`src/core/pg_pkg.sv`:
```
package pg_pkg;

  // ----------------------------------------------------------------
  // register map
  // ----------------------------------------------------------------
  localparam logic [7:0] password_offset = 8'h0b;
  localparam logic [7:0] good_status_offset = 8'h0c;
  localparam logic [7:0] power_good_control_offset = 8'h0d;
  localparam logic [7:0] buck1_control_offset = 8'h0e;

  localparam logic [7:0] unlock_key_value = 8'h7d;
  localparam logic [7:0] password_reset = 8'h00;
  localparam logic [7:0] power_good_control_reset = 8'h0c;
  localparam logic [7:0] buck1_control_reset = 8'h18;
  localparam logic [7:0] unmapped_read_value = 8'h00;

  // field positions
  localparam int first_mask_bit = 3;
  localparam int second_mask_bit = 2;
  localparam int first_status_bit = 1;
  localparam int second_status_bit = 0;
  localparam int external_adjust_bit = 7;

  // ----------------------------------------------------------------
  // field layouts
  // ----------------------------------------------------------------
  typedef struct packed {
    logic [3:0] spare;
    logic first_ldo_good_mask;
    logic second_ldo_good_mask;
    logic [1:0] good_output_delay_sel;
  } power_good_control_type;

  typedef struct packed {
    logic buck_one_external_adjust;
    logic spare;
    logic [5:0] buck_one_voltage_code;
  } buck1_control_type;

  typedef enum logic [1:0] {
    delay_20ms,
    delay_100ms,
    delay_200ms,
    delay_400ms
  } delay_sel_type;

  // ----------------------------------------------------------------
  // timing
  // ----------------------------------------------------------------
  localparam longint clock_hz = 40_000_000;
  localparam longint delay_20_ms = 20;
  localparam longint delay_100_ms = 100;
  localparam longint delay_200_ms = 200;
  localparam longint delay_400_ms = 400;
  localparam longint delay_20_cycles = delay_20_ms * clock_hz / 1000;
  localparam longint delay_100_cycles = delay_100_ms * clock_hz / 1000;
  localparam longint delay_200_cycles = delay_200_ms * clock_hz / 1000;
  localparam longint delay_400_cycles = delay_400_ms * clock_hz / 1000;
  localparam int delay_count_width = 24;

  // voltage table, millivolts
  localparam int mv_width = 12;
  localparam int fine_base_mv = 900;
  localparam int fine_step_mv = 25;
  localparam int fine_last_code = 24;
  localparam int mid_base_mv = 1500;
  localparam int mid_step_mv = 50;
  localparam int mid_last_code = 52;
  localparam int coarse_base_mv = 2900;
  localparam int coarse_step_mv = 100;
  localparam int coarse_last_code = 56;
  localparam int top_mv = 3300;

endpackage : pg_pkg

```
`src/core/good_delay_timer.sv`:
```
module good_delay_timer
  import pg_pkg::*;
#(
  parameter logic [delay_count_width-1:0] cycles_20 =
    delay_count_width'(delay_20_cycles),
  parameter logic [delay_count_width-1:0] cycles_100 =
    delay_count_width'(delay_100_cycles),
  parameter logic [delay_count_width-1:0] cycles_200 =
    delay_count_width'(delay_200_cycles),
  parameter logic [delay_count_width-1:0] cycles_400 =
    delay_count_width'(delay_400_cycles)
) (
  input wire logic clk,
  input wire logic rst,
  input wire logic all_good,
  input wire logic [1:0] delay_sel,
  output logic released
);

  logic [delay_count_width-1:0] count;
  logic [delay_count_width-1:0] limit;

  always_comb begin
    case (delay_sel_type'(delay_sel))
      delay_20ms: limit = cycles_20;
      delay_100ms: limit = cycles_100;
      delay_200ms: limit = cycles_200;
      delay_400ms: limit = cycles_400;
      default: limit = cycles_400;
    endcase
  end

  // a drop restarts the wait from zero, so glitches never shorten it
  always_ff @(posedge clk) begin
    if (rst || !all_good) begin
      count <= '0;
      released <= 1'b0;
    end else if (count >= limit - 1'b1) begin
      released <= 1'b1;
    end else begin
      count <= count + 1'b1;
    end
  end

endmodule : good_delay_timer

```
`src/core/power_good_and_buck1_config.sv`:
```
module power_good_and_buck1_config
  import pg_pkg::*;
#(
  parameter logic [delay_count_width-1:0] cycles_20 =
    delay_count_width'(delay_20_cycles),
  parameter logic [delay_count_width-1:0] cycles_100 =
    delay_count_width'(delay_100_cycles),
  parameter logic [delay_count_width-1:0] cycles_200 =
    delay_count_width'(delay_200_cycles),
  parameter logic [delay_count_width-1:0] cycles_400 =
    delay_count_width'(delay_400_cycles)
) (
  input wire logic clk,
  input wire logic rst,
  input wire logic reg_write,
  input wire logic reg_read,
  input wire logic [7:0] reg_addr,
  input wire logic [7:0] reg_wdata,
  output logic [7:0] reg_rdata,
  output logic reg_write_refused,
  input wire logic first_ldo_in_regulation,
  input wire logic second_ldo_in_regulation,
  output logic power_good_out,
  output logic power_good_out_oe,
  output logic buck_one_external_adjust,
  output logic [5:0] buck_one_voltage_code,
  output logic [mv_width-1:0] buck_one_target_mv
);

  // ----------------------------------------------------------------
  // decoding helpers
  // ----------------------------------------------------------------
  function automatic logic [mv_width-1:0] code_to_mv(input logic [5:0] code);
    int c;
    int mv;
    c = int'(code);
    if (c <= fine_last_code) begin
      mv = fine_base_mv + fine_step_mv * c;
    end else if (c <= mid_last_code) begin
      mv = mid_base_mv + mid_step_mv * (c - fine_last_code);
    end else if (c <= coarse_last_code) begin
      mv = coarse_base_mv + coarse_step_mv * (c - mid_last_code);
    end else begin
      mv = top_mv;
    end
    return mv[mv_width-1:0];
  endfunction : code_to_mv

  function automatic logic is_protected(input logic [7:0] addr);
    return (addr == power_good_control_offset)
        || (addr == buck1_control_offset);
  endfunction : is_protected

  // ----------------------------------------------------------------
  // registers
  // ----------------------------------------------------------------
  logic [7:0] unlock_key;
  power_good_control_type power_good_control;
  buck1_control_type buck1_control;
  logic transaction;
  logic unlocked;
  logic write_allowed;
  logic key_write;
  logic control_write;
  logic buck_write;

  // the key is judged as it stands before this transaction lands
  assign transaction = reg_write || reg_read;
  assign unlocked = (unlock_key == unlock_key_value);
  assign write_allowed = reg_write && unlocked;
  assign key_write = reg_write && (reg_addr == password_offset);
  assign control_write = write_allowed
      && (reg_addr == power_good_control_offset);
  assign buck_write = write_allowed && (reg_addr == buck1_control_offset);

  // any transaction consumes the key; a password write then reloads it
  always_ff @(posedge clk) begin
    if (rst) begin
      unlock_key <= password_reset;
    end else if (key_write) begin
      unlock_key <= reg_wdata;
    end else if (transaction) begin
      unlock_key <= password_reset;
    end
  end

  always_ff @(posedge clk) begin
    if (rst) begin
      power_good_control <= power_good_control_reset;
    end else if (control_write) begin
      power_good_control <= reg_wdata;
    end
  end

  always_ff @(posedge clk) begin
    if (rst) begin
      buck1_control <= buck1_control_reset;
    end else if (buck_write) begin
      buck1_control <= reg_wdata;
    end
  end

  // flags a protected write dropped for lack of an unlock
  always_ff @(posedge clk) begin
    if (rst) begin
      reg_write_refused <= 1'b0;
    end else begin
      reg_write_refused <= reg_write && is_protected(reg_addr) && !unlocked;
    end
  end

  // ----------------------------------------------------------------
  // read back
  // ----------------------------------------------------------------
  logic [7:0] status_byte;
  logic [7:0] next_rdata;

  // only the two regulator flags of this block live in the status byte
  always_comb begin
    status_byte = unmapped_read_value;
    status_byte[first_status_bit] = first_ldo_in_regulation;
    status_byte[second_status_bit] = second_ldo_in_regulation;
  end

  always_comb begin
    next_rdata = unmapped_read_value;
    case (reg_addr)
      password_offset: next_rdata = unlock_key;
      good_status_offset: next_rdata = status_byte;
      power_good_control_offset: next_rdata = power_good_control;
      buck1_control_offset: next_rdata = buck1_control;
      default: next_rdata = unmapped_read_value;
    endcase
  end

  // read data holds until the next read, so a slow host may fetch late
  always_ff @(posedge clk) begin
    if (rst) begin
      reg_rdata <= unmapped_read_value;
    end else if (reg_read) begin
      reg_rdata <= next_rdata;
    end
  end

  // ----------------------------------------------------------------
  // power-good pin
  // ----------------------------------------------------------------
  logic [1:0] in_regulation;
  logic [1:0] good_mask;
  logic [1:0] flag_ok;
  logic all_good;
  logic released;

  assign in_regulation = {first_ldo_in_regulation, second_ldo_in_regulation};
  assign good_mask = {power_good_control.first_ldo_good_mask,
      power_good_control.second_ldo_good_mask};

  // a set mask bit takes its regulator out of the decision
  for (genvar i = 0; i < 2; i++) begin : g_flag
    assign flag_ok[i] = good_mask[i] || in_regulation[i];
  end
  assign all_good = &flag_ok;

  good_delay_timer #(
    .cycles_20(cycles_20),
    .cycles_100(cycles_100),
    .cycles_200(cycles_200),
    .cycles_400(cycles_400)
  ) delay_timer (
    .clk(clk),
    .rst(rst),
    .all_good(all_good),
    .delay_sel(power_good_control.good_output_delay_sel),
    .released(released)
  );

  // open drain: pin driven low while oe is high, data bit fixed low
  always_ff @(posedge clk) begin
    if (rst) begin
      power_good_out <= 1'b0;
    end else begin
      power_good_out <= 1'b0;
    end
  end

  // all_good gates the release directly so a dropping flag pulls the pin
  // low one cycle later, without waiting for the timer
  always_ff @(posedge clk) begin
    if (rst) begin
      power_good_out_oe <= 1'b1;
    end else begin
      power_good_out_oe <= !(released && all_good);
    end
  end

  // ----------------------------------------------------------------
  // buck one outputs
  // ----------------------------------------------------------------
  // outputs lag the register by one cycle so every pin leaves a flop
  always_ff @(posedge clk) begin
    if (rst) begin
      buck_one_external_adjust <= 1'b0;
    end else begin
      buck_one_external_adjust <= buck1_control.buck_one_external_adjust;
    end
  end

  always_ff @(posedge clk) begin
    if (rst) begin
      buck_one_voltage_code <= '0;
    end else begin
      buck_one_voltage_code <= buck1_control.buck_one_voltage_code;
    end
  end

  // code is meaningless under external adjustment, so report zero
  always_ff @(posedge clk) begin
    if (rst) begin
      buck_one_target_mv <= '0;
    end else if (buck1_control.buck_one_external_adjust) begin
      buck_one_target_mv <= '0;
    end else begin
      buck_one_target_mv <= code_to_mv(buck1_control.buck_one_voltage_code);
    end
  end

endmodule : power_good_and_buck1_config

```
`config.mk`:
```
export PLATFORM = sky130hd
export DESIGN_NAME = power_good_and_buck1_config
export DESIGN_NICKNAME = d
export VERILOG_FILES = /design/src/core/pg_pkg.sv /design/src/core/good_delay_timer.sv /design/src/core/power_good_and_buck1_config.sv
export SDC_FILE = /design/constraint.sdc
export NUM_CORES = 1
export LEC_CHECK = 0
export BUFFER_PORTS_ARGS = -buffer_cell sky130_fd_sc_hd__buf_2
export CAP_MARGIN = 20
export CORE_MARGIN = 3
export CORE_UTILIZATION = 55
export CTS_CLUSTER_SIZE = 40
export DETAILED_ROUTE_END_ITERATION = 10
export GPL_ROUTABILITY_DRIVEN = 0
export PLACE_DENSITY_LB_ADDON = 0.08
export SLEW_MARGIN = 30
export SYNTH_ARGS = -nofsm -noshare
export SYNTH_HDL_FRONTEND = slang
export SYNTH_SLANG_ARGS = --single-unit
```
`constraint.sdc`:
```
create_clock -name clk -period 8.15 [get_ports clk]
set_clock_uncertainty 0.1 [all_clocks]
set_input_delay 2.445 -clock clk [delete_from_list [all_inputs] [get_ports clk]]
set_output_delay 2.445 -clock clk [all_outputs]
set_load 0.005 [all_outputs]
```
======== Word level (Yosys, flattened, before mapping) ========
Cells that the tools add are included.
cells by class
  add/sub/neg operators ................... 7
  multipliers ............................. 3
  divide/modulo/power cells ............... 0
  magnitude comparators ................... 4
  equal/unequal tests ..................... 8
  shifts and indexed selects .............. 0
  multiplexer cells ....................... 7
  bitwise gates (word level) .............. 0
  reductions and logical operators ........ 19
operators with widths
  kind                    count
  $pmux 24 s4             1
  $mux 12                 3
  $eq 8x4->1 const B      4
  $pmux 8 s4              1
  $add 12x12->12 const A  2
  $add 24x1->24 const B   1
  $ge 24x24->1            1
  $sub 24x1->24 const B   1
  $mux 8                  2
  $add 10x11->12 const A  1
  $le 6x6->1 const B      2
  $mul 5x6->11 const A    1
  $mul 6x7->11 const A    1
  $mul 6x7->10 const A    1
  $eq 8x7->1 const B      1
  $logic_and 1x1->1       7
  $sub 6x5->7 const B     1
  $sub 6x6->7 const B     1
  $le 6x5->1 const B      1
  $logic_or 1x1->1        5
  $eq 2x2->1 const B      2
  $logic_not 1->1         3
  $eq 2x1->1 const B      1
  $logic_not 2->1         1
  other kinds (3)         3
storage, ports and cells
  bits in registers ....................... 78
  latch bits .............................. 0
  RAM bits ................................ 0
  ROM bits ................................ 0
  bits of input ports ..................... 22
  output and inout port bits .............. 30
  logic and storage cells ................. 64
  memories kept ........................... 0

======== Depth between registers and ports, before layout ========
Gate-level depths: netlist of the first run.
  word-level depth ........................ 6
  depth in mapped cells ................... 18
  depth with buffers taken out ............ 17

======== By module ========
Synthesis of the first run repeated with hierarchy kept, for this count alone.
second synthesis, totals
  cells, all modules ...................... 669
  area, all modules ....................... 6004.5 µm²
modules (own cells, without submodules)
  module                       instances  cells an instance  area each (µm²)  sequential area each (µm²)
  power_good_and_buck1_config  1          462                4176.5           1061.0
  good_delay_timer             1          207                1828.0           500.5

======== Least setup slack after synthesis of the first run ========
No wires, ideal clock.
  path type ............................... input -> register
  start point ............................. input port reg_addr[5]
  end point ............................... register power_good_control (netlist bit good_mask[0])
  setup time .............................. 120 ps
  data arrival time ....................... 3974 ps
  data required time ...................... 7930 ps
  setup slack ............................. 3956 ps
  cell stages on the path ................. 8
  path buffers ............................ 1
  path through ............................ nor4_1 > and2_1 > nand2_1 > nor3_2 > and3_1 > buf_2 > nor2b_1 > a211o_1
between the ends
  word-level cells in the longest chain between the ends .. 2
RTL lines
  item                  line                               text
  from (decl)           power_good_and_buck1_config.sv:17  input wire logic [7:0] reg_addr,
  $eq 8x4->1            power_good_and_buck1_config.sv:73  && (reg_addr == power_good_control_offset);
  $logic_and 1x1->1     power_good_and_buck1_config.sv:73
  to (signal assigned)  power_good_and_buck1_config.sv:89  power_good_control <= power_good_control_reset;
  to (signal assigned)  power_good_and_buck1_config.sv:91  power_good_control <= reg_wdata;
  to (decl)             power_good_and_buck1_config.sv:58  power_good_control_type power_good_control;
No other way between the ends.
A chain may end at the register's enable or synchronous reset.

======== Worst setup path in the final report of the first run ========
  start point ............................. register buck1_control[5] (netlist bit)
  end point ............................... register buck_one_target_mv[10]
between the ends
  word-level cells in the longest chain between the ends .. 6
  elaborated cells between the ends (all ways) .. 14
  those cells by class .................... add/sub: 5; mul: 3; order compare: 3; mux: 3
RTL lines
  item                    line                                text
  from (decl)             power_good_and_buck1_config.sv:59   buck1_control_type buck1_control;
  from (signal assigned)  power_good_and_buck1_config.sv:97   buck1_control <= buck1_control_reset;
  from (signal assigned)  power_good_and_buck1_config.sv:99   buck1_control <= reg_wdata;
  $sub 6x6->7             power_good_and_buck1_config.sv:42   mv = coarse_base_mv + coarse_step_mv * (c - mid_last_code);
  $mul 6x7->10            power_good_and_buck1_config.sv:42
  $add 12x12->12          power_good_and_buck1_config.sv:42
  $mux 12                 power_good_and_buck1_config.sv:41   end else if (c <= coarse_last_code) begin
  $mux 12                 power_good_and_buck1_config.sv:39   end else if (c <= mid_last_code) begin
  $mux 12 (*)             power_good_and_buck1_config.sv:37   if (c <= fine_last_code) begin
  to (signal assigned)    power_good_and_buck1_config.sv:223  buck_one_target_mv <= code_to_mv(buck1_control.buck_one_voltage_code);
  to (decl)               power_good_and_buck1_config.sv:27   output logic [mv_width-1:0] buck_one_target_mv
Mark *: on every way between the ends. The rest lies on a longest branch, timed or not.

==> results of run 1 <==
-- cell families (layout without fill, tap and decap cells) --
family / after synthesis / count (layout) / share of synthesized area (%)
AND/OR/NAND/NOR: 177 / 177 / 15.5
AO/OA/AOI/OAI: 132 / 132 / 16.5
adder cells (fa/ha/maj): 100 / 100 / 23.8
buffers and inverters: 81 / 127 / 5.65
flip-flops: 78 / 78 / 27.6
XOR/XNOR: 51 / 51 / 7.88
multiplexers: 17 / 17 / 3.03
other: 1 / 1 / 0.0662
-- synth_stat cells, types with 3 or more instances --
library cell   n  area (µm²)
ha_1          87        1090
dfxtp_1       78        1560
nor2_1        68         255
inv_1         59         221
xnor2_1       40         350
a21oi_1       33         165
nand2_1       27         101
nand3_1       18        90.1
clkbuf_1      16        60.1
mux2i_1       16         160
o21ai_0       16        80.1
fa_1          13         260
nor2b_1       12        75.1
a211oi_1      11        82.6
a21o_1        11        82.6
xor2_1        11        96.3
and3_1         9        56.3
a22oi_1        8        60.1
nor3_1         7        35.0
or3_1          7        43.8
a222oi_1       6        60.1
o2bb2ai_1      6        52.6
nand3b_1       5        37.5
nand4_1        5        31.3
a31oi_1        4        25.0
buf_2          4        20.0
o211ai_1       4        30.0
o221ai_1       4        35.0
a2111oi_0      3        26.3
a21boi_0       3        22.5
a31o_2         3        26.3
and2_1         3        18.8
o31ai_1        3        22.5
or2_2          3        18.8
-- registers in the layout, summed over array words and instances, names as in the netlist --
signal                    count
buck1_control                 8
buck_one_external_adjust      1
buck_one_target_mv           12
buck_one_voltage_code         6
delay_timer.count            24
delay_timer.released          1
good_mask                     2
power_good_control            6
power_good_out_oe             1
reg_rdata                     8
reg_write_refused             1
unlock_key                    8
-- routing by layer --
layer,up-vias,track usage [%],part of all wire (%)
li1,2313,-,-
met1,2176,31.7,46
met2,138,38.3,47
met3,21,4.56,4.7
met4,0,6.76,1.9
met5,-,0,0
-- worst paths after layout --
path,startpoint,end,slack [ns],depth (start not counted)
hold / removal,delay_timer.released,power_good_out_oe,0.28,1
hold reg to reg,delay_timer.released,power_good_out_oe,0.28,1
setup reg to reg,buck1_control[5],buck_one_target_mv[10],3.61,16
setup / recovery,buck1_control[5],buck_one_target_mv[10],3.61,16
-- power by group --
group / leakage (nW) / switching [W] / internal, W
Combinational: 2.13 / 0.0000174 / 0.00000978
Clock: 0.102 / 0.000158 / 0.000145
Sequential: 0.632 / 0.00000220 / 0.000384
-- worst register-to-register path, cell delays in order, from the launching register on --
cell and delay (ns):
dfxtp_1 0.61, inv_1 0.25, ha_1 0.25, a21oi_1 0.43
inv_1 0.17, fa_1 0.53, inv_1 0.04, ha_1 0.30
inv_1 0.07, fa_1 0.45, nor2b_1 0.12, o21ai_0 0.10
nor3b_1 0.17, or2_2 0.28, xnor2_1 0.26, o221ai_1 0.15
a21oi_1 0.19
-- placed cells by master (no fill, tap or decap), drive strengths merged, types with 3 or more instances in the layout --
cell / netlist / layout
inv: 59 / 60
a22oi: 8 / 8
a21boi: 3 / 3
o21ai: 18 / 18
a222oi: 6 / 6
buf: 6 / 52
clkbuf: 16 / 9
nor3b: 3 / 3
mux2i: 16 / 16
nand2: 27 / 27
ha: 87 / 87
o2bb2ai: 6 / 6
a31o: 3 / 3
o211ai: 4 / 4
and3: 9 / 9
nand3b: 5 / 5
nor2: 68 / 68
or3: 7 / 7
a21oi: 34 / 34
xor2: 11 / 11
or2: 3 / 3
a31oi: 4 / 4
dfxtp: 78 / 78
o31ai: 3 / 3
fa: 13 / 13
a211oi: 11 / 11
o221ai: 4 / 4
nor2b: 12 / 12
a21o: 11 / 11
a2111oi: 5 / 5
xnor2: 40 / 40
clkinv: 0 / 4
and2: 3 / 3
nand4: 5 / 5
nor3: 8 / 8
nand3: 18 / 18
-- per-stage QoR --
stage          setup slack, ns  cells  util, %  hold slack (ns)
2_1_floorplan             3.96    637        -            0.258
3_3_place_gp              3.58    800     60.5            0.266
3_5_place_dp              3.50    800     60.5            0.265
4_1_cts                   3.59    816     62.6            0.286
5_1_grt                   3.27    816     62.6            0.315
6_report                  3.61    816     62.6            0.284
-- area by class of cell --
class                   count  area, µm²
flip-flops and latches     78       1560
well taps                 133        166
clock buffers               9        124
clock inverters             7       83.8
multi-input cells         478       3780
inverters                  59        221
fillers                   902       3700
repair buffers             52        265
==> flow_metrics.py, run 1 <==
metrics = {
    "clock_tree": {
        "cts_resized": 0,
        "cts.clk_slew.worst_paths_ns": 0.09,
        "hold_buffers": 0,
        "clockBufferDepth": 2,
        "htree_levels": 3,
        "cts_buffers": 9,
        "clock_sinks": 78,
        "cts_root_buf": "clkbuf_8",
        "cts_setup_buffers": 0,
        "clk_latency_ns": 0.37,
        "cts_tree": "yes",
    },
    "min_path": {
        "hp-class": "register to register",
    },
    "global_routing": {
        "grt-ovfl-total": 0,
        "grt_max_degree": 43,
        "track_usage_pct": 23.5,
        "grt_pass1_vias": 4505,
        "antenna_found_initial": 0,
        "grt_pass1_wl_mm": 21.7,
    },
    "logic_synthesis": {
        "ys_seq_area_share_pct": 27.6,
        "ys_ff_latch": 78,
        "syn_area_mm2": 0.00567,
        "async_reset_ff_share_pct": 0,
        "yosys_most_used_dff": "dfxtp_1",
        "synth_edf_count": 0,
        "synthCells": 637,
        "synth_nets": 759,
        "yosys_warnings": 0,
        "avgSynthCellArea_um2": 8.89,
        "synthDistinctLibCells": 60,
    },
    "worst_setup_path": {
        "crit_arrival_ns": 4.73,
        "critPathMostFrequentCell": "inv_1",
        "crit_type": "register to register",
        "crit_fanout": 12,
        "crit_buf_inv": 4,
        "required_ns": 8.34,
        "cp_top_family": "adder cells",
        "cp-end-kind": "register",
        "start_kind": "register",
        "cp_cell_sequence": "inv_1 -> ha_1 -> a21oi_1 -> inv_1 -> fa_1 -> inv_1 -> ha_1 -> inv_1 -> fa_1 -> nor2b_1 -> o21ai_0 -> nor3b_1 -> or2_2 -> xnor2_1 -> o221ai_1 -> a21oi_1",
        "critPathSlowestCell": "dfxtp_1",
        "max_stage_delay_ns": 0.61,
    },
    "sta": {
        "relSlewSlack_pct": 34.3,
        "setup_viol": 0,
        "max_freq_mhz": 220,
        "rsz0062_at_grt": "false",
        "setup_tns_ns": 0,
        "final_max_slew_viol_count": 0,
        "min_period_over_period_pct": 55.8,
        "worst_pin_slew_ns": 0.984,
        "hold_viol": 0,
        "fin_crit_ns": 4.54,
    },
    "drt": {
        "wl_mm": 12.9,
        "drtIter0Drc": 351,
        "first_pass_iters": 5,
        "vias": 4648,
        "viasPerCell": 5.70,
        "avgRoutedWirePerCell_um": 15.8,
        "ant_nets": 0,
        "drc_errors": 0,
    },
    "cells_and_area": {
        "fin_nets": 800,
        "antenna_cells": 0,
        "finalInstanceArea_mm2": 0.00621,
        "area_delta_synth_final_pct": 9.54,
        "layout-drive-gt1-share_pct": 12.2,
    },
    "pwr": {
        "power_density_mw_per_mm2": 116,
        "max-vdd-ir-drop_mv": 0.0941,
        "p_leak_nw": 2.87,
        "power_w": 0.000718,
    },
    "floorplanning": {
        "core_area_mm2": 0.00991,
        "die_w_um": 107,
        "row_count": 36,
        "initial_core_util_pct": 57.2,
        "die_h_um": 107,
        "die_area_mm2": 0.0116,
        "ios": 52,
    },
    "outcome": {
        "status": "finished clean",
    },
    "run": {
        "maxCapViolations": 0,
    },
    "placement": {
        "hpwlAfterDp_mm": 9.93,
        "io_buffers": 50,
        "placed_area_mm2": 0.00600,
    },
}
(Power assumes the default switching activity.)
==> inputs of run 2 (changes only) <==
==> constraint.sdc (replaced) <==
create_clock -name clk -period 4.2 [get_ports clk]
set_clock_uncertainty 0.1 [all_clocks]
set_input_delay 1.26 -clock clk [delete_from_list [all_inputs] [get_ports clk]]
set_output_delay 1.26 -clock clk [all_outputs]
set_load 0.005 [all_outputs]
==> flow_metrics.py, run 2 (synthesis gave the netlist of run 1 again) <==
metrics = {
    "floorplanning": {
        "die_w_um": 107,
        "row_count": 36,
        "die_h_um": 107,
        "core_area_mm2": 0.00991,
        "ios": 52,
        "die_area_mm2": 0.0116,
        "initial_core_util_pct": 57.2,
    },
    "run": {
        "maxCapViolations": 0,
    },
    "drt": {
        "viasPerCell": 5.68,
        "vias": 4695,
        "drc_errors": 0,
        "drtIter0Drc": 327,
        "wl_mm": 13.1,
        "ant_nets": 0,
        "first_pass_iters": 5,
        "avgRoutedWirePerCell_um": 15.9,
    },
    "worst_setup_path": {
        "worstReg2RegEnd": "buck_one_target_mv[10]",
        "reg2regPathDepth": 17,
        "critPathSlowestCell": "fa_1",
        "crit_type": "register to register",
        "crit_fanout": 8,
        "r2r_setup_slack_ns": 0.24,
        "cp-end-kind": "register",
        "cp.depth": 17,
        "cp_top_family": "adder cells",
        "max_stage_delay_ns": 0.49,
        "critPathMostFrequentCell": "ha_1",
        "cp_cell_sequence": "buf_4 -> ha_1 -> ha_1 -> inv_1 -> fa_1 -> inv_1 -> ha_1 -> ha_1 -> inv_1 -> fa_1 -> nor2b_1 -> o21ai_0 -> nor3b_1 -> or2_2 -> xnor2_1 -> o221ai_1 -> a21oi_1",
        "start_kind": "register",
        "required_ns": 4.40,
        "crit_buf_inv": 4,
        "crit_arrival_ns": 4.15,
        "worst_r2r_startpoint": "buck1_control[3]",
    },
    "cells_and_area": {
        "largest_reg_flops": 24,
        "final_cell_mix": "ha_1, dfxtp_1, nor2_1",
        "top_register": "delay_timer.count",
        "finalInstanceArea_mm2": 0.00629,
        "antenna_cells": 0,
        "layout-drive-gt1-share_pct": 13.8,
        "area_delta_synth_final_pct": 11.0,
        "fin_nets": 811,
        "top_regs": "delay_timer.count: 24 flops, buck_one_target_mv: 12 flops",
        "finish.utilization_pct": 63.5,
        "mostFrequentLayoutCell": "ha_1",
    },
    "global_routing": {
        "grt_pass1_wl_mm": 22.1,
        "antenna_found_initial": 0,
        "grt_max_degree": 43,
        "grt_pass1_vias": 4636,
        "grt-ovfl-total": 0,
        "track_usage_pct": 23.7,
    },
    "sta": {
        "hold_viol": 0,
        "fin_crit_ns": 3.96,
        "setup_tns_ns": 0,
        "worst_pin_slew_ns": 0.881,
        "final_max_slew_viol_count": 0,
        "max_freq_mhz": 253,
        "min_period_over_period_pct": 94.2,
        "relSlewSlack_pct": 40.8,
        "rsz0062_at_grt": "false",
        "setup_viol": 0,
    },
    "min_path": {
        "hold_depth": 1,
        "hp-class": "register to register",
        "holdPathEnd": "power_good_out_oe",
        "hp-start": "delay_timer.released",
    },
    "outcome": {
        "status": "finished clean",
    },
    "clock_tree": {
        "clock_sinks": 78,
        "clockBufferDepth": 2,
        "cts_resized": 0,
        "htree_levels": 3,
        "cts_buffers": 9,
        "cts_root_buf": "clkbuf_8",
        "hold_buffers": 0,
        "cts.clk_slew.worst_paths_ns": 0.09,
        "cts_tree": "yes",
        "cts_setup_buffers": 0,
        "clk_latency_ns": 0.37,
    },
    "pwr": {
        "max-vdd-ir-drop_mv": 0.251,
        "p_leak_nw": 2.92,
        "power_density_mw_per_mm2": 222,
        "power_w": 0.00139,
    },
    "placement": {
        "hpwlAfterDp_mm": 10.2,
        "placed_area_mm2": 0.00608,
        "io_buffers": 50,
    },
}
run 2: metal layers:
layer | wire [µm] | GRT usage (%)
met1 | 6130 | 31.2
met5 | 0 | 0
met3 | 503 | 4.32
met2 | 6230 | 39.4
met4 | 267 | 7.57
run 2: cell type report:
class | count | area (µm²)
Clock buffer | 10 | 138
Inverter | 59 | 221
Timing Repair Buffer | 63 | 348
Sequential cell | 78 | 1560
Clock inverter | 6 | 70.1
Fill cell | 872 | 3620
Multi-Input combinational cell | 478 | 3780
Tap cell | 133 | 166
run 2: worst max path at each step:
stage | from | endpoint | slack [ns]
2_1_floorplan | buck1_control[5] | buck_one_target_mv[10] | 0.12
3_3_place_gp | buck1_control[1] | buck_one_target_mv[10] | 0.31
3_5_place_dp | buck1_control[1] | buck_one_target_mv[10] | 0.24
4_1_cts | buck1_control[1] | buck_one_target_mv[10] | 0.19
5_1_grt | buck1_control[3] | buck_one_target_mv[10] | 0.02
6_report | buck1_control[3] | buck_one_target_mv[10] | 0.24
run 2: report_power, final:
group          internal [W]  switching [W]  total (W)
logic             0.0000196      0.0000330  0.0000525
registers          0.000746     0.00000438   0.000750
clock network      0.000294       0.000297   0.000591
total               0.00106       0.000335    0.00139
run 2: stage by stage:
| stage | hold slack, ns | instances | setup slack [ns] |
|---|---|---|---|
| global route | 0.320 | 827 | 0.0174 |
| floorplan | 0.258 | 637 | 0.117 |
| detailed placement | 0.268 | 811 | 0.238 |
| finish | 0.288 | 827 | 0.244 |
| global placement | 0.266 | 811 | 0.313 |
| CTS | 0.288 | 827 | 0.193 |
==> inputs of run 3 (changes only) <==
==> constraint.sdc (replaced) <==
create_clock -name clk -period 5.1 [get_ports clk]
set_clock_uncertainty 0.1 [all_clocks]
set_input_delay 1.53 -clock clk [delete_from_list [all_inputs] [get_ports clk]]
set_output_delay 1.53 -clock clk [all_outputs]
set_load 0.005 [all_outputs]
==> flow_metrics.py, run 3 (synthesis gave the netlist of run 1 again) <==
metrics = {
    "floorplanning": {
        "die_h_um": 107,
        "die_w_um": 107,
        "ios": 52,
        "core_area_mm2": 0.00991,
        "row_count": 36,
        "die_area_mm2": 0.0116,
        "initial_core_util_pct": 57.2,
    },
    "global_routing": {
        "grt-ovfl-total": 0,
        "track_usage_pct": 23.9,
        "antenna_found_initial": 0,
        "grt_pass1_wl_mm": 22.0,
        "grt_max_degree": 43,
        "grt_pass1_vias": 4587,
    },
    "sta": {
        "rsz0062_at_grt": "false",
        "fin_crit_ns": 4.38,
        "setup_tns_ns": 0,
        "relSlewSlack_pct": 35.7,
        "hold_viol": 0,
        "setup_viol": 0,
        "max_freq_mhz": 228,
        "final_max_slew_viol_count": 0,
        "worst_pin_slew_ns": 0.964,
        "holdWs_ns": 0.295,
        "min_period_over_period_pct": 85.9,
    },
    "pwr": {
        "p_leak_nw": 2.89,
        "pwr-share-comb_pct": 3.7,
        "p_int_w": 0.000873,
        "p_sw_share_pct": 24.1,
        "power_density_mw_per_mm2": 185,
        "max-vdd-ir-drop_mv": 0.228,
        "pwr-share-seq_pct": 53.7,
        "p_sw_w": 0.000277,
        "power_w": 0.00115,
        "p_clk_share_pct": 42.5,
    },
    "clock_tree": {
        "clockBufferDepth": 2,
        "clock_sinks": 78,
        "cts_tree": "yes",
        "hold_buffers": 0,
        "cts.clk_slew.worst_paths_ns": 0.09,
        "clk_latency_ns": 0.37,
        "cts_buffers": 9,
        "cts_resized": 0,
        "htree_levels": 3,
        "cts_root_buf": "clkbuf_8",
        "cts_setup_buffers": 0,
    },
    "drt": {
        "vias": 4624,
        "ant_nets": 0,
        "viasPerCell": 5.65,
        "drtIter0Drc": 326,
        "wl_mm": 13.1,
        "avgRoutedWirePerCell_um": 16.0,
        "drc_errors": 0,
        "first_pass_iters": 6,
    },
    "cells_and_area": {
        "top_register": "delay_timer.count",
        "area_delta_synth_final_pct": 10.0,
        "finalNonFillerCells": 819,
        "layout-drive-gt1-share_pct": 12.7,
        "final_cell_mix": "ha_1, dfxtp_1, nor2_1",
        "largest_reg_flops": 24,
        "top_regs": "delay_timer.count: 24 flops, buck_one_target_mv: 12 flops",
        "mostFrequentLayoutCell": "ha_1",
        "finalInstanceArea_mm2": 0.00623,
        "antenna_cells": 0,
        "fin_nets": 803,
    },
    "worst_setup_path": {
        "crit_fanout": 15,
        "worstReg2RegEnd": "buck_one_target_mv[11]",
        "crit_arrival_ns": 4.59,
        "worst_r2r_startpoint": "buck1_control[2]",
        "endpoint": "buck_one_target_mv[11]",
        "cp-end-kind": "register",
        "required_ns": 5.31,
        "crit_type": "register to register",
        "crit_start": "buck1_control[2]",
        "reg2regPathDepth": 17,
        "start_kind": "register",
        "r2r_setup_slack_ns": 0.72,
    },
    "min_path": {
        "hp-class": "register to register",
        "hold_depth": 1,
    },
    "placement": {
        "place_inst": 803,
        "placed_area_mm2": 0.00602,
        "io_buffers": 50,
        "hpwlAfterDp_mm": 10.1,
    },
    "run": {
        "maxCapViolations": 0,
    },
    "outcome": {
        "status": "finished clean",
    },
}
run 3: changes by cell type in the layout (fill, tap and decap cells not counted), sizes merged:
cell      delta
clkinvlp     -3
clkinv       +3
buf          -8
run 3: per-stage QoR:
step	setup WS, ns	util [%]
global route	0.383	62.9
finish	0.720	62.9
detailed placement	0.711	60.8
floorplan	1.02	-
CTS	0.679	62.9
global placement	0.868	60.8
run 3: critical path: stages, from the launching register on:
cell and delay, ns:
dfxtp_1 0.70, inv_1 0.27, ha_1 0.30, xor2_1 0.18
inv_1 0.11, ha_1 0.29, inv_1 0.04, fa_1 0.47
inv_1 0.04, ha_1 0.29, ha_1 0.35, and3_1 0.17
or3_1 0.37, o311a_1 0.13, xnor2_1 0.13, a31oi_1 0.16
o21ai_0 0.10, a21oi_1 0.12
run 3: cell type report:
cell class | count | area (µm²)
Tap cell | 133 | 166
Clock buffer | 10 | 138
Clock inverter | 6 | 70.1
Inverter | 59 | 221
Timing Repair Buffer | 55 | 288
Fill cell | 884 | 3680
Multi-Input combinational cell | 478 | 3790
Sequential cell | 78 | 1560
run 3: power groups by stage:
stage | Clock (W) | Sequential, W | Combinational, W
after floorplan | 0 | 0.000632 | 0.0000213
after global placement | 0 | 0.000632 | 0.0000421
after detailed placement | 0 | 0.000632 | 0.0000431
after CTS | 0.000500 | 0.000618 | 0.0000432
after global routing | 0.000523 | 0.000619 | 0.0000484
final | 0.000489 | 0.000618 | 0.0000429
run 3: worst min path at each step:
stage	from	to	slack (ns)
CTS	delay_timer.released	power_good_out_oe	0.30
detailed placement	delay_timer.released	power_good_out_oe	0.27
floorplan	delay_timer.released	power_good_out_oe	0.26
global placement	delay_timer.released	power_good_out_oe	0.27
finish	delay_timer.released	power_good_out_oe	0.29
global route	delay_timer.released	power_good_out_oe	0.33
run 3: layer usage:
layer | global-route usage (%) | vias to the layer above | share of wire [%]
met2 | 40.1 | 114 | 48
li1 | - | 2310 | -
met5 | 0 | - | 0
met1 | 31.6 | 2182 | 47
met4 | 6.13 | 0 | 1.4
met3 | 4.68 | 18 | 4.3
